$ cat config.mk
export PLATFORM = sky130hd
export DESIGN_NAME = dfp_port_status
export DESIGN_NICKNAME = d
export VERILOG_FILES = /design/src/hdl/dfp_pkg.sv /design/src/hdl/dfp_txn_counter.sv /design/src/hdl/dfp_port_status.sv
export SDC_FILE = /design/constraint.sdc
export NUM_CORES = 1
export LEC_CHECK = 0
export ABC_AREA = 1
export BUFFER_PORTS_ARGS = -buffer_cell sky130_fd_sc_hd__clkbuf_2
export CORE_ASPECT_RATIO = 0.7
export CORE_MARGIN = 2
export CORE_UTILIZATION = 37
export DETAILED_ROUTE_END_ITERATION = 7
export PLACE_DENSITY = 0.63
export SLEW_MARGIN = 20
export SYNTH_ARGS = -nofsm -noshare
export SYNTH_HDL_FRONTEND = slang
export SYNTH_SLANG_ARGS = --single-unit
$ cat constraint.sdc
create_clock -name CLK_IN -period 5.7 [get_ports CLK_IN]
set_input_delay 0.57 -clock CLK_IN [delete_from_list [all_inputs] [get_ports CLK_IN]]
set_output_delay 0.57 -clock CLK_IN [all_outputs]
set_load 0.02 [all_outputs]
$ cat src/hdl/dfp_pkg.sv
// Constants for the DMA FIFO port status and transaction counter block.
// Assumes a 32-bit APB master; printed offsets are word indices.
package dfp_pkg;
    // Register indices and byte addresses
    localparam logic [7:0]  IDX_CTRL      = 8'h30;
    localparam logic [7:0]  IDX_STAT      = 8'h34;
    localparam logic [7:0]  IDX_LIMIT     = 8'h36;
    localparam logic [9:0]  ADDR_CTRL     = {IDX_CTRL, 2'b00};
    localparam logic [9:0]  ADDR_STAT     = {IDX_STAT, 2'b00};
    localparam logic [9:0]  ADDR_LIMIT    = {IDX_LIMIT, 2'b00};
    // Control register fields
    localparam int          CT_PIPE_LSB   = 0;
    localparam int          CT_DIR_IN     = 3;
    localparam int          CT_CONT       = 4;
    localparam int          CT_REBM       = 5;
    localparam int          CT_CDOWN      = 6;
    localparam int          CT_TZERO      = 8;
    localparam int          CT_TON        = 9;
    localparam int          CT_MPS_LSB    = 16;
    // Status register fields
    localparam int          ST_BUFFER_VALID_FLAG       = 15;
    localparam int          ST_BUFFER_CLEAR_STROBE       = 14;
    localparam int          ST_PORT_READY_FLAG       = 13;
    // Reset values and sizes
    localparam logic [15:0] LIMIT_RST     = 16'h0000;
    localparam logic [10:0] MPS_RST       = 11'h0200;
    localparam logic [10:0] BUF_BYTES     = 11'h0200;
    localparam logic [10:0] STEP_NARROW   = 11'h0001;
    localparam logic [10:0] STEP_WIDE     = 11'h0002;
endpackage

$ cat src/hdl/dfp_txn_counter.sv
// OUT transaction counter: current count against an upper limit.
// Assumes increment and clear are one-cycle pulses in the CLK_IN domain.
`timescale 1ns/1ns
module dfp_txn_counter
    import dfp_pkg::*;
(
    // Clock and reset
    input  wire logic        clk_in,
    input  wire logic        rst_n_in,
    // Control
    input  wire logic        inc_in,
    input  wire logic        clr_in,
    input  wire logic [15:0] limit_in,
    // Status
    output logic      [15:0] count_out,
    output logic             hit_out
);
    logic [15:0] count_q;

    assign count_out = count_q;
    // Reaching the limit is seen on the increment itself
    assign hit_out   = inc_in && ((count_q + 16'h0001) == limit_in);

    always_ff @(posedge clk_in) begin
        if (!rst_n_in) begin
            count_q <= 16'h0000;
        end else if (clr_in || hit_out) begin
            count_q <= 16'h0000;                        // [RULE20]
        end else if (inc_in) begin
            count_q <= count_q + 16'h0001;              // [RULE19]
        end
    end
endmodule

$ cat src/hdl/dfp_port_status.sv
// DMA FIFO port status, buffer clear, byte length and transaction counting.
// Assumes synchronous pipe-side and DMA strobes, APB master with 32-bit data.
// Behaviour
// RULE1: OUT full or continuous short sets valid
// RULE2: OUT packet count reaching limit sets valid
// RULE3: OUT non-continuous sets valid every packet
// RULE4: OUT empty clears valid unless read-end mode
// RULE5: IN write one to valid sends short
// RULE6: IN valid plus clear sends zero-length
// RULE7: IN continuous full buffer sets valid
// RULE8: IN non-continuous max packet sets valid
// RULE9: IN last-transfer pin sets valid
// RULE10: IN empty clears valid, zero writes ignored
// RULE11: Software never rewrites set IN valid
// RULE12: Clear accepted only while port ready
// RULE13: Port ready reports data port access
// RULE14: Count-down subtracts one or two per read
// RULE15: No count-down holds, clears, IN invalid
// RULE16: Software polls ready before reading length
// RULE17: Current count and limit, OUT only
// RULE18: Writes load limit, reads depend enable
// RULE19: Enabled counter increments per OUT transaction
// RULE20: Short, limit or clear zeroes count
// RULE21: Software sets NAK before programming limit
// RULE22: Software leaves limit alone while enabled
// RULE23: One pipe per port, software's duty
//
// The APB slave port was decided locally.
`timescale 1ns/1ns
module dfp_port_status
    import dfp_pkg::*;
(
    // Clock and reset
    input  wire logic        CLK_IN,
    input  wire logic        RST_N_IN,
    // APB slave
    input  wire logic        PSEL_IN,
    input  wire logic        PENABLE_IN,
    input  wire logic        PWRITE_IN,
    input  wire logic [9:0]  PADDR_IN,
    input  wire logic [31:0] PWDATA_IN,
    output logic      [31:0] PRDATA_OUT,
    output logic             PREADY_OUT,
    output logic             PSLVERR_OUT,
    // Pipe side
    input  wire logic        RX_PKT_IN,
    input  wire logic        RX_SHORT_IN,
    input  wire logic [9:0]  RX_LEN_IN,
    input  wire logic        TX_DONE_IN,
    // DMA data port strobes
    input  wire logic        DMA_RD_IN,
    input  wire logic        DMA_WR_IN,
    input  wire logic        DMA_WIDE_IN,
    input  wire logic        DMA_LAST_IN,
    // Status and commands
    output logic             BUFFER_VALID_OUT,
    output logic             PORT_READY_OUT,
    output logic             SEND_SHORT_OUT,
    output logic             SEND_ZLP_OUT,
    output logic             BUFFER_CLEAR_OUT
);
    logic [31:0] prdata_q;
    logic        pready_q;
    logic        pslverr_q;
    logic [2:0]  pipe_sel_q;
    logic        dir_in_q;
    logic        cont_q;
    logic        rebm_q;
    logic        cdown_q;
    logic        ton_q;
    logic [10:0] mps_q;
    logic [15:0] limit_q;
    logic [10:0] bytes_q;
    logic [10:0] bytes_d;
    logic [9:0]  dtln_q;
    logic [9:0]  dtln_d;
    logic        buffer_valid_flag_q;
    logic        buffer_valid_flag_d;
    logic        port_ready_flag_q;
    logic        short_q;
    logic        zlp_q;
    logic        clr_q;
    logic [31:0] rdata;
    logic        rsel_err;
    logic        acc;
    logic        st_wr;
    logic        buffer_clear_strobe_req;
    logic        buffer_valid_flag_wr1;
    logic        rd_ev;
    logic        wr_ev;
    logic [10:0] step;
    logic        rx_out;
    logic        set_out;
    logic        set_in;
    logic        clr_buffer_valid_flag;
    logic        txn_inc;
    logic        txn_clr;
    logic        txn_hit;
    logic [15:0] txn_count;

    // APB decode; a write takes effect only on the edge that completes it
    assign acc      = PSEL_IN && PENABLE_IN && pready_q;
    assign st_wr    = acc && PWRITE_IN && (PADDR_IN == ADDR_STAT);
    assign buffer_clear_strobe_req = st_wr && PWDATA_IN[ST_BUFFER_CLEAR_STROBE] && port_ready_flag_q;              // [RULE12]
    assign buffer_valid_flag_wr1 = st_wr && PWDATA_IN[ST_BUFFER_VALID_FLAG] && dir_in_q;            // [RULE5] [RULE10]

    // Data port strobes count only while the port is ready
    assign rd_ev    = DMA_RD_IN && port_ready_flag_q && !dir_in_q;                   // [RULE13]
    assign wr_ev    = DMA_WR_IN && port_ready_flag_q && dir_in_q;                    // [RULE13]
    assign step     = DMA_WIDE_IN ? STEP_WIDE : STEP_NARROW;
    assign rx_out   = RX_PKT_IN && !dir_in_q;

    // Transaction counter serves OUT pipes only
    assign txn_inc  = ton_q && rx_out;                                    // [RULE17] [RULE19]
    assign txn_clr  = (acc && PWRITE_IN && (PADDR_IN == ADDR_CTRL) && PWDATA_IN[CT_TZERO])
                      || (txn_inc && RX_SHORT_IN);                        // [RULE20]

    dfp_txn_counter u_txn (
        .clk_in    (CLK_IN),
        .rst_n_in  (RST_N_IN),
        .inc_in    (txn_inc),
        .clr_in    (txn_clr),
        .limit_in  (limit_q),
        .count_out (txn_count),
        .hit_out   (txn_hit)
    );

    // Buffer fill level
    always_comb begin
        bytes_d = bytes_q;
        if (buffer_clear_strobe_req) begin
            bytes_d = 11'h0000;
        end else begin
            if (rx_out) begin
                bytes_d = bytes_d + {1'b0, RX_LEN_IN};
            end
            if (rd_ev) begin
                bytes_d = (bytes_d > step) ? (bytes_d - step) : 11'h0000;
            end
            if (wr_ev) begin
                bytes_d = bytes_d + step;
            end
            if (dir_in_q && TX_DONE_IN) begin
                bytes_d = 11'h0000;
            end
        end
    end

    // Valid flag; a set in the same cycle as a clear wins
    assign set_out = rx_out && ((bytes_d >= BUF_BYTES)                    // [RULE1]
                     || (RX_SHORT_IN && cont_q)                           // [RULE1]
                     || txn_hit                                           // [RULE2]
                     || !cont_q);                                         // [RULE3]
    assign set_in  = buffer_valid_flag_wr1
                     || (wr_ev && cont_q && (bytes_d >= BUF_BYTES))       // [RULE7]
                     || (wr_ev && !cont_q && (bytes_d >= mps_q))          // [RULE8]
                     || (wr_ev && DMA_LAST_IN);                           // [RULE9]
    assign clr_buffer_valid_flag = buffer_clear_strobe_req
                      || (rd_ev && (bytes_d == 11'h0000) && !rebm_q)      // [RULE4]
                      || (dir_in_q && TX_DONE_IN);                        // [RULE10]

    always_comb begin
        buffer_valid_flag_d = buffer_valid_flag_q;
        if (clr_buffer_valid_flag) begin
            buffer_valid_flag_d = 1'b0;
        end
        if (set_out || set_in) begin
            buffer_valid_flag_d = 1'b1;
        end
    end

    // Received byte length
    always_comb begin
        dtln_d = dtln_q;
        if (buffer_clear_strobe_req || dir_in_q) begin
            dtln_d = 10'h000;                                             // [RULE15]
        end else if (rx_out) begin
            dtln_d = RX_LEN_IN;
        end else if (rd_ev && cdown_q) begin
            dtln_d = (dtln_q > step[9:0]) ? (dtln_q - step[9:0]) : 10'h000; // [RULE14]
        end else if (rd_ev && (bytes_d == 11'h0000)) begin
            dtln_d = 10'h000;                                             // [RULE15]
        end
    end

    always_ff @(posedge CLK_IN) begin
        if (!RST_N_IN) begin
            bytes_q <= 11'h0000;
            buffer_valid_flag_q  <= 1'b0;
            dtln_q  <= 10'h000;
        end else begin
            bytes_q <= bytes_d;
            buffer_valid_flag_q  <= buffer_valid_flag_d;
            dtln_q  <= dtln_d;
        end
    end

    // Ready: OUT needs data present, IN needs room; no pipe means never ready
    always_ff @(posedge CLK_IN) begin
        if (!RST_N_IN) begin
            port_ready_flag_q <= 1'b0;
        end else begin
            port_ready_flag_q <= (pipe_sel_q != 3'h0) && (dir_in_q ? !buffer_valid_flag_d : buffer_valid_flag_d); // [RULE13]
        end
    end

    // Command pulses toward the pipe engine
    always_ff @(posedge CLK_IN) begin
        if (!RST_N_IN) begin
            short_q <= 1'b0;
            zlp_q   <= 1'b0;
            clr_q   <= 1'b0;
        end else begin
            short_q <= buffer_valid_flag_wr1 && !PWDATA_IN[ST_BUFFER_CLEAR_STROBE];                   // [RULE5]
            zlp_q   <= buffer_valid_flag_wr1 && PWDATA_IN[ST_BUFFER_CLEAR_STROBE];                    // [RULE6]
            clr_q   <= buffer_clear_strobe_req;                                          // [RULE12]
        end
    end

    // Control and limit registers
    always_ff @(posedge CLK_IN) begin
        if (!RST_N_IN) begin
            pipe_sel_q <= 3'h0;
            dir_in_q   <= 1'b0;
            cont_q     <= 1'b0;
            rebm_q     <= 1'b0;
            cdown_q    <= 1'b0;
            ton_q      <= 1'b0;
            mps_q      <= MPS_RST;
            limit_q    <= LIMIT_RST;
        end else if (acc && PWRITE_IN) begin
            if (PADDR_IN == ADDR_CTRL) begin
                pipe_sel_q <= PWDATA_IN[CT_PIPE_LSB +: 3];
                dir_in_q   <= PWDATA_IN[CT_DIR_IN];
                cont_q     <= PWDATA_IN[CT_CONT];
                rebm_q     <= PWDATA_IN[CT_REBM];
                cdown_q    <= PWDATA_IN[CT_CDOWN];
                ton_q      <= PWDATA_IN[CT_TON];
                mps_q      <= PWDATA_IN[CT_MPS_LSB +: 11];
            end
            if (PADDR_IN == ADDR_LIMIT) begin
                limit_q <= PWDATA_IN[15:0];                               // [RULE18]
            end
        end
    end

    // Read mux; the clear bit always reads zero
    always_comb begin
        rdata    = 32'h0000_0000;
        rsel_err = 1'b0;
        case (PADDR_IN)
            ADDR_CTRL: begin
                rdata[CT_PIPE_LSB +: 3] = pipe_sel_q;
                rdata[CT_DIR_IN]        = dir_in_q;
                rdata[CT_CONT]          = cont_q;
                rdata[CT_REBM]          = rebm_q;
                rdata[CT_CDOWN]         = cdown_q;
                rdata[CT_TON]           = ton_q;
                rdata[CT_MPS_LSB +: 11] = mps_q;
            end
            ADDR_STAT: begin
                rdata[ST_BUFFER_VALID_FLAG] = buffer_valid_flag_q;
                rdata[ST_PORT_READY_FLAG] = port_ready_flag_q;
                rdata[9:0]     = dtln_q;
            end
            ADDR_LIMIT: begin
                rdata[15:0] = ton_q ? txn_count : limit_q;                // [RULE18]
            end
            default: begin
                rsel_err = 1'b1;
            end
        endcase
    end

    // One wait state: pready rises in the second access cycle
    always_ff @(posedge CLK_IN) begin
        if (!RST_N_IN) begin
            pready_q  <= 1'b0;
            pslverr_q <= 1'b0;
            prdata_q  <= 32'h0000_0000;
        end else if (PSEL_IN && PENABLE_IN && !pready_q) begin
            pready_q  <= 1'b1;
            pslverr_q <= rsel_err;
            prdata_q  <= PWRITE_IN ? 32'h0000_0000 : rdata;
        end else begin
            pready_q  <= 1'b0;
            pslverr_q <= 1'b0;
        end
    end

    assign PRDATA_OUT       = prdata_q;
    assign PREADY_OUT       = pready_q;
    assign PSLVERR_OUT      = pslverr_q;
    assign BUFFER_VALID_OUT = buffer_valid_flag_q;
    assign PORT_READY_OUT   = port_ready_flag_q;
    assign SEND_SHORT_OUT   = short_q;
    assign SEND_ZLP_OUT     = zlp_q;
    assign BUFFER_CLEAR_OUT = clr_q;
endmodule

==> results of run 1 <==
critical path, delay by kind of cell:
family / cells / cell delay, ns
AO/OA/AOI/OAI: 5 / 0.83
adder cells (fa/ha/maj): 6 / 1.87
AND/OR/NAND/NOR: 19 / 1.77
buffers and inverters: 6 / 0.36
final cells by class:
type / instances / area, um^2 / area share [%]
tap: 236 / 295 / 3.73
timing repair buffer: 113 / 618 / 7.82
clock buffer: 11 / 243 / 3.07
sequential: 106 / 2120 / 26.8
inverter: 146 / 548 / 6.93
clock inverter: 5 / 43.8 / 0.554
multi-input combinational: 755 / 4040 / 51.1
synth_stat cells (all sizes together) (8+ instances only):
cell,instances
a21oi,96
buf,10
clkbuf,26
dfxtp,106
ha,28
inv,143
nand2,235
nand3,79
nand4,15
nor2,118
nor3,13
o211ai,8
o21ai,62
or2,13
xor2,29
worst max path at each step:
stage / startpoint / endpoint / depth (start not counted)
final: RX_LEN_IN[0] / PORT_READY_OUT$_SDFF_PN0_ / 36
after global routing: RX_LEN_IN[0] / PORT_READY_OUT$_SDFF_PN0_ / 36
after CTS: RX_LEN_IN[0] / PORT_READY_OUT$_SDFF_PN0_ / 36
after detailed placement: RX_LEN_IN[0] / PORT_READY_OUT$_SDFF_PN0_ / 36
after global placement: RX_LEN_IN[0] / PORT_READY_OUT$_SDFF_PN0_ / 36
after floorplan: RX_LEN_IN[0] / PORT_READY_OUT$_SDFF_PN0_ / 33
cells in the final DEF, fill, tap and decap left out, types with 2 or more instances in the layout:
| cell type | Yosys | layout |
|---|---|---|
| nand3_1 | 72 | 72 |
| nor4_1 | 5 | 5 |
| o211ai_1 | 8 | 8 |
| nor3b_1 | 2 | 2 |
| a211oi_1 | 4 | 4 |
| or2_1 | 3 | 3 |
| xnor2_1 | 4 | 4 |
| o21ai_0 | 60 | 59 |
| o31ai_1 | 2 | 2 |
| clkbuf_2 | 0 | 92 |
| a21oi_2 | 1 | 2 |
| nand2_1 | 227 | 227 |
| inv_1 | 142 | 142 |
| nand2_2 | 8 | 8 |
| dfxtp_1 | 106 | 105 |
| conb_1 | 1 | 5 |
| o22ai_1 | 4 | 4 |
| and3_1 | 2 | 2 |
| nor2_2 | 9 | 9 |
| a22oi_1 | 4 | 4 |
| a21oi_1 | 95 | 94 |
| nand3b_1 | 5 | 5 |
| a31oi_1 | 4 | 4 |
| buf_4 | 6 | 21 |
| xor2_1 | 28 | 28 |
| clkbuf_16 | 0 | 9 |
| ha_1 | 28 | 28 |
| nor2_1 | 108 | 108 |
| fa_1 | 4 | 3 |
| or2_2 | 9 | 9 |
| clkinv_1 | 3 | 3 |
| nor3_2 | 2 | 2 |
| clkinv_4 | 0 | 2 |
| nand4_1 | 14 | 14 |
| o221ai_1 | 6 | 6 |
| a21o_1 | 2 | 2 |
| o21ai_2 | 2 | 2 |
| inv_6 | 0 | 3 |
| nand3_2 | 6 | 6 |
| nor3_1 | 11 | 11 |
per-layer routing:
layer / wire length (um) / track usage [%] / vias up
li1: - / - / 3567
met1: 11000 / 34.8 / 3175
met2: 8000 / 28.5 / 247
met3: 1780 / 4.74 / 12
met4: 159 / 3.88 / 0
met5: 0 / 0 / -
where the power goes:
part | internal, mW | switching [mW] | leakage, nW
logic | 0.150 | 0.255 | 2.52
clock network | 0.316 | 0.304 | 0.141
registers | 0.753 | 0.0129 | 0.859
total | 1.22 | 0.572 | 3.52
sequential cells by signal, summed over array words and instances, names as in the netlist, 3 cells and up:
register	flops
PRDATA_OUT	27
limit_q	16
u_txn.count_out	16
bytes_q	11
mps_q	11
dtln_q	10
pipe_sel_q	3
cell families (layout without fill, tap and decap cells):
kind of cell | after synthesis | after routing | synth area share [%]
and+or+nand+nor | 490 | 490 | 32.1
AOI/OAI and AO/OA | 195 | 195 | 15.8
buffers and inverters | 182 | 275 | 10.5
DFF | 106 | 106 | 30.9
xor gates and xnor gates | 33 | 33 | 4.32
adders and majority gates | 32 | 32 | 6.27
other | 1 | 5 | 0.0547
metrics by stage:
stage / cell area, um^2 / power [mW] / utilization [%] / hold slack (ns)
finish: 7910 / 1.79 / 43.7 / 0.430
global route: 7910 / 1.88 / 43.7 / 0.446
CTS: 7900 / 1.79 / 43.6 / 0.429
detailed placement: 7610 / 1.18 / 42.1 / 0.459
global placement: 7610 / 1.18 / 42.1 / 0.453
floorplan: 6880 / 1.05 / - / 0.441
==> out/results.ini, run 1 <==
[clock_tree]
cts_root_buffer=clkbuf_16
path_clk_slew_ns=0.08
clock_latency_ns=0.36
cts_num_sinks=106
cts-htree-levels=3
clockBufferDepth=2
cts_tree=done
cts_setup_buffers=0
cts_buffers=9
cts_resized=0
cts-hold-fix-buffers=0

[critical_path]
r2r-end=PORT_READY_OUT$_SDFF_PN0_
cp.required_ns=5.94
endpoint_kind=flip-flop
crit_type=input pin to flip-flop
critical_path.max_fanout=4
crit_arrival_ns=5.40
r2r_start=bytes_q[0]$_SDFF_PN0_
crit_path_max_incr_delay_ns=0.52
crit_top_cell=nand2_1
crit_slowest_cell=fa_2
critPathLaunchType=input pin
r2r_slack_ns=0.57
reg2reg_depth=35

[timing]
final-setup-viol-count=0
slew_headroom_pct=31.0
layout_setup_ws_ns=0.545
worst_pin_slew_ns=1.03
finalSetupTns_ns=0
fin_worst_skew_ns=0.00650
max_freq_ghz=0.194
drv_slew=0
rsz0062_at_grt=no
finalCritPeriodShare_pct=90.4
layout_min_cycle_time_ns=5.15
hold_violations=0

[min_path]
hp-class=input pin to flip-flop
hold_depth=3
whs_endpoint=limit_q[12]$_SDFFE_PN0P_
hold_path_startpoint=PWDATA_IN[12]

[logic_synthesis]
synthCells=1039
synth_seq_cells=106
synth.avg_cell_area_um2=6.60
ys.flop_type=dfxtp_1
synth-seq-area-share_pct=30.9
yosysTopAreaCellShare_pct=30.9
synth_edf_count=0
synthArstFlopShare_pct=0
yosys.area.top_type=dfxtp_1
synthTopCellsByArea=dfxtp_1 (31%), nand2_1 (12%), inv_1 (7.8%), a21oi_1 (6.9%), nor2_1 (5.9%)
syn_area_um2=6860
synth_cell_types=51
yosys_warnings=0

[placed_design]
gp_congestion=0.911
dp_slack_ns=0.136
dpl.cell_count=1356
io_buffers=92
dp_hpwl_um=16500

[cells_and_area]
drive_gt1_share_pct=15.5
insertedDiodeCount=0
final_cells=1372
final_nets=1227
fillers=1963
area_growth_pct=15.3

[die]
fp.dieW_um=167
num_io_pins=103
die_h_um=118
num_rows=41
placeableCoreArea_um2=18100
start_util_pct=37.9
die-area_um2=19700

[detailed_routing]
ant_nets=0
drcViolationCount=0
totalWireLength_um=20900
vias=7001
vias_per_cell=5.10
dr.pass1.iters=5
drt_iter0_drc=764
wl_per_cell_um=15.3

[pwr]
p_leak_nw=3.52
vdd_drop_max_mv=0.150
power_density_nw_per_um2=226

[run_status]
status=completed

[global_routing]
grt_overflow=0
grt_pass1_vias=6265
antenna_found_initial=0
grt_pass1_wl_um=33900
grt_max_degree=44
grtUsageTotal_pct=21.5

[flow_run]
drv_cap=0

Note: power is estimated with default switching activity, not from simulation.
==> run 2: changes to the inputs <==
Settings changed: CTS_BUF_LIST set to sky130_fd_sc_hd__clkbuf_4 sky130_fd_sc_hd__clkbuf_8.
Clock period 5.7 ns to 6.7 ns, I/O delays scaled along.
==> run 2 against run 1 <==
Compared with the run above:
- clock-buffer cell count fell by 1
- sequential share of layout area rose by 0.69 points
- first-iteration DRC count is 4.6% lower
- sequential power fell by 15%
- combinational power is 22% lower
- via count fell by 1.0%
- register-to-register slack improved by 0.51 ns
- core utilization shrank 1.1 points
- sequential cell count did not move
- wire length is 0.88% lower
- worst hold slack improved by 0.040 ns
- non-clock buffer count shrank 16
==> out/results.ini, run 2 (synthesis gave the netlist of run 1 again) <==
[global_routing]
grtUsageTotal_pct=20.8
grt_use_met3_pct=3.67
grt_pass1_wl_um=32700
use_met1_pct=34.3
grtUsageMet2_pct=27.7
grt-busiest-layer=met1
grt_overflow=0
grt_max_degree=43
grt_pass1_vias=6053
antenna_found_initial=0

[die]
num_rows=41
placeableCoreArea_um2=18100
start_util_pct=37.9
die_h_um=118
fp.dieW_um=167
num_io_pins=103
die-area_um2=19700

[placed_design]
dp_hpwl_um=16200
gp_congestion=0.896
placed_area_um2=7490
io_buffers=92

[flow_run]
drv_cap=0

[cells_and_area]
final_nets=1211
final_common_cell=nand2_1
largest_reg_flops=27
drive_gt1_share_pct=14.1
area_growth_pct=12.3
final_cell_mix=nand2_1 (227), inv_1 (142), nor2_1 (108)
design_area_um2=7700
insertedDiodeCount=0

[detailed_routing]
dr.pass1.iters=6
totalWireLength_um=20700
vias_per_cell=5.11
vias=6931
drcViolationCount=0
ant_nets=0
wl_per_cell_um=15.3
drt_iter0_drc=729

[timing]
drv_slew=0
hold_violations=0
layout_min_cycle_time_ns=5.70
finalCritPeriodShare_pct=85.0
worst_pin_slew_ns=1.03
max_freq_ghz=0.176
finalSetupTns_ns=0
final-setup-viol-count=0
rsz0062_at_grt=no
slew_headroom_pct=31.4
fin_worst_skew_ns=0.0154

[critical_path]
crit_arrival_ns=5.96
crit_type=input pin to flip-flop
critical_path.max_fanout=4
endpoint_kind=flip-flop
crit_path_max_incr_delay_ns=0.49
critPathLaunchType=input pin
cp.required_ns=6.96
crit_top_cell=nand2_1
crit_slowest_cell=fa_1

[pwr]
total_power_mw=1.40
p_leak_nw=3.41
vdd_drop_max_mv=0.0921
power_density_nw_per_um2=182

[clock_tree]
cts-htree-levels=3
clock_latency_ns=0.38
cts_resized=0
path_clk_slew_ns=0.10
clockBufferDepth=2
cts_root_buffer=clkbuf_8
cts-hold-fix-buffers=0
cts_num_sinks=106
cts_tree=done
cts_setup_buffers=0
cts_buffers=9

[run_status]
status=completed

[min_path]
hp-class=flip-flop to flip-flop

## run 2: area by class of cell
cell class | instances | area (um^2)
fillers | 1944 | 10400
multi-input cells | 755 | 4030
flip-flops and latches | 106 | 2120
inverters | 146 | 548
repair buffers | 97 | 498
well taps | 236 | 295
clock buffers | 10 | 138
clock inverters | 6 | 72.6
## run 2: routing by layer
layer	up-vias	share of wire, %
li1	3521	-
met1	3175	54
met2	216	38
met3	19	7.1
met5	-	0
met4	0	0.94
## run 2: final timing paths
kind | start | endpoint | slack [ns] | cells past startpoint
worst min-delay path | PRDATA_OUT[26]$_SDFFE_PN0P_ | PRDATA_OUT[26]$_SDFFE_PN0P_ | 0.47 | 2
worst min register to register | PRDATA_OUT[26]$_SDFFE_PN0P_ | PRDATA_OUT[26]$_SDFFE_PN0P_ | 0.47 | 2
worst max-delay path | RX_LEN_IN[0] | PORT_READY_OUT$_SDFF_PN0_ | 1.00 | 34
worst max register to register | bytes_q[0]$_SDFF_PN0_ | PORT_READY_OUT$_SDFF_PN0_ | 1.08 | 33
## run 2: critical path: cells and delay by family
family                   cells  cell delay [ns]
buffers and inverters        6             0.45
AND/OR/NAND/NOR             13             1.08
adder cells (fa/ha/maj)      6             1.93
AO/OA/AOI/OAI                9             1.83
## run 2: stage by stage
stage | utilization (%) | cells | hold slack [ns] | worst slack (ns)
floorplan | - | 1043 | 0.441 | 1.43
detailed placement | 41.4 | 1340 | 0.458 | 0.642
CTS | 42.5 | 1356 | 0.473 | 1.02
finish | 42.5 | 1356 | 0.470 | 1.00
global placement | 41.4 | 1340 | 0.453 | 0.734
global route | 42.5 | 1356 | 0.488 | 0.434
## run 2: power breakdown
group	switching, mW	internal [mW]	leakage, nW
Clock	0.245	0.188	0.104
Combinational	0.209	0.108	2.45
Sequential	0.0119	0.641	0.858
Total	0.465	0.938	3.41
==> run 3: changes to the inputs <==
Settings changed: CORE_UTILIZATION 37 to 36, PLACE_DENSITY 0.63 to 0.62.
==> run 3 against run 2 <==
Compared with the run above:
- worst hold slack improved by 0.0010 ns
- highest routed layer unchanged
- clock power increased by 8.8%
- non-clock buffer count decreased by 1
==> out/results.ini, run 3 (synthesis gave the netlist of run 1 again) <==
[run_status]
status=completed

[timing]
hold_violations=0
finalCritPeriodShare_pct=84.3
fin_worst_skew_ns=0.00931
worst_pin_slew_ns=1.00
max_freq_ghz=0.177
layout_min_cycle_time_ns=5.65
rsz0062_at_grt=no
slew_headroom_pct=33.3
drv_slew=0
finalSetupTns_ns=0
final-setup-viol-count=0

[critical_path]
crit_arrival_ns=5.93
endpoint_kind=flip-flop
crit_family=compound AO/OA/AOI/OAI gates
crit_top_cell=nand2_1
cp.required_ns=6.98
critical_path.max_fanout=4
crit_path_max_incr_delay_ns=0.50
crit_type=input pin to flip-flop
crit_slowest_cell=fa_1
critical_path_buf_inv_count=5
critPathLaunchType=input pin

[detailed_routing]
ant_nets=0
vias=6851
vias_per_cell=5.03
totalWireLength_um=20700
drt_iter0_drc=570
dr.pass1.iters=8
drcViolationCount=0
wl_per_cell_um=15.2

[min_path]
hp-class=flip-flop to flip-flop

[placed_design]
dpl.cell_count=1345
placed_area_um2=7490
gp_congestion=0.955
io_buffers=92
dp_hpwl_um=16200

[pwr]
vdd_drop_max_mv=0.0767
power_density_nw_per_um2=186
total_power_mw=1.44
p_leak_nw=3.42

[global_routing]
grt_pass1_vias=5959
antenna_found_initial=0
grt_pass1_wl_um=32400
grtUsageTotal_pct=20.6
grt_max_degree=43
grt_overflow=0

[die]
start_util_pct=36.5
die-area_um2=20200
num_io_pins=103
num_rows=42
fp.dieW_um=169
die_h_um=120
placeableCoreArea_um2=18800

[cells_and_area]
insertedDiodeCount=0
drive_gt1_share_pct=14.1
largest_reg_flops=27
final_common_cell=nand2_1
final_cell_mix=nand2_1 (227), inv_1 (142), nor2_1 (107)
final_cells=1361
final_nets=1210
fillers=2056
design_area_um2=7730
area_growth_pct=12.7

[clock_tree]
cts-hold-fix-buffers=0
cts_tree=done
cts_setup_buffers=0
cts_num_sinks=106
cts_buffers=9
cts-htree-levels=3
clock_latency_ns=0.39
cts_resized=0
path_clk_slew_ns=0.10
cts_root_buffer=clkbuf_8
clockBufferDepth=2

[flow_run]
drv_cap=0

==> run 3: cell types whose count changed in the layout (fill, tap and decap cells not counted), sizes merged <==
| cell | change |
|---|---|
| clkbuf | +1 |
| inv | -2 |
| buf | -1 |
| bufinv | +1 |
==> run 3: final timing paths <==
check,cells after the start,startpoint,to,slack (ns)
worst min register to register,2,PRDATA_OUT[7]$_SDFFE_PN0P_,PRDATA_OUT[7]$_SDFFE_PN0P_,0.47
worst max register to register,35,bytes_q[0]$_SDFF_PN0_,PORT_READY_OUT$_SDFF_PN0_,1.14
worst min-delay path,2,PRDATA_OUT[7]$_SDFFE_PN0P_,PRDATA_OUT[7]$_SDFFE_PN0P_,0.47
worst max-delay path,36,RX_LEN_IN[0],PORT_READY_OUT$_SDFF_PN0_,1.05
==> run 3: layout make-up <==
class	instances	area, um^2	share of cell area [%]
sequential	106	2120	27.4
inverter	146	548	7.09
tap	242	303	3.92
clock inverter	5	85.1	1.10
multi-input combinational	755	4030	52.2
timing repair buffer	96	490	6.34
clock buffer	11	151	1.96
==> run 3: where the power goes <==
group | switching [mW] | total (mW) | internal, mW
combinational | 0.209 | 0.318 | 0.109
sequential | 0.0114 | 0.653 | 0.641
clock | 0.238 | 0.471 | 0.233
==> run 3: metal layers <==
layer  share of wire [%]  vias to the layer above  GRT usage [%]
met3                 7.5                       14           4.52
met4                 1.2                        0           4.54
met2                  37                      241           26.9
met5                   0                        -              0
li1                    -                     3517              -
met1                  54                     3079           33.4
==> run 3: worst register-to-register path: cells and delay by family, from the launching register on <==
kind	cells	cell delay, ns
compound gates	10	1.86
fa+ha+maj	6	1.77
simple gates	15	1.24
flops	1	0.33
buf+inv	4	0.25
==> run 3: stage by stage <==
| stage | worst slack [ns] | util [%] | hold WS (ns) |
|---|---|---|---|
| floorplan | 1.43 | - | 0.441 |
| global placement | 0.764 | 39.8 | 0.453 |
| detailed placement | 0.716 | 39.8 | 0.458 |
| CTS | 1.11 | 41.1 | 0.474 |
| global route | 0.450 | 41.1 | 0.480 |
| finish | 1.05 | 41.1 | 0.471 |
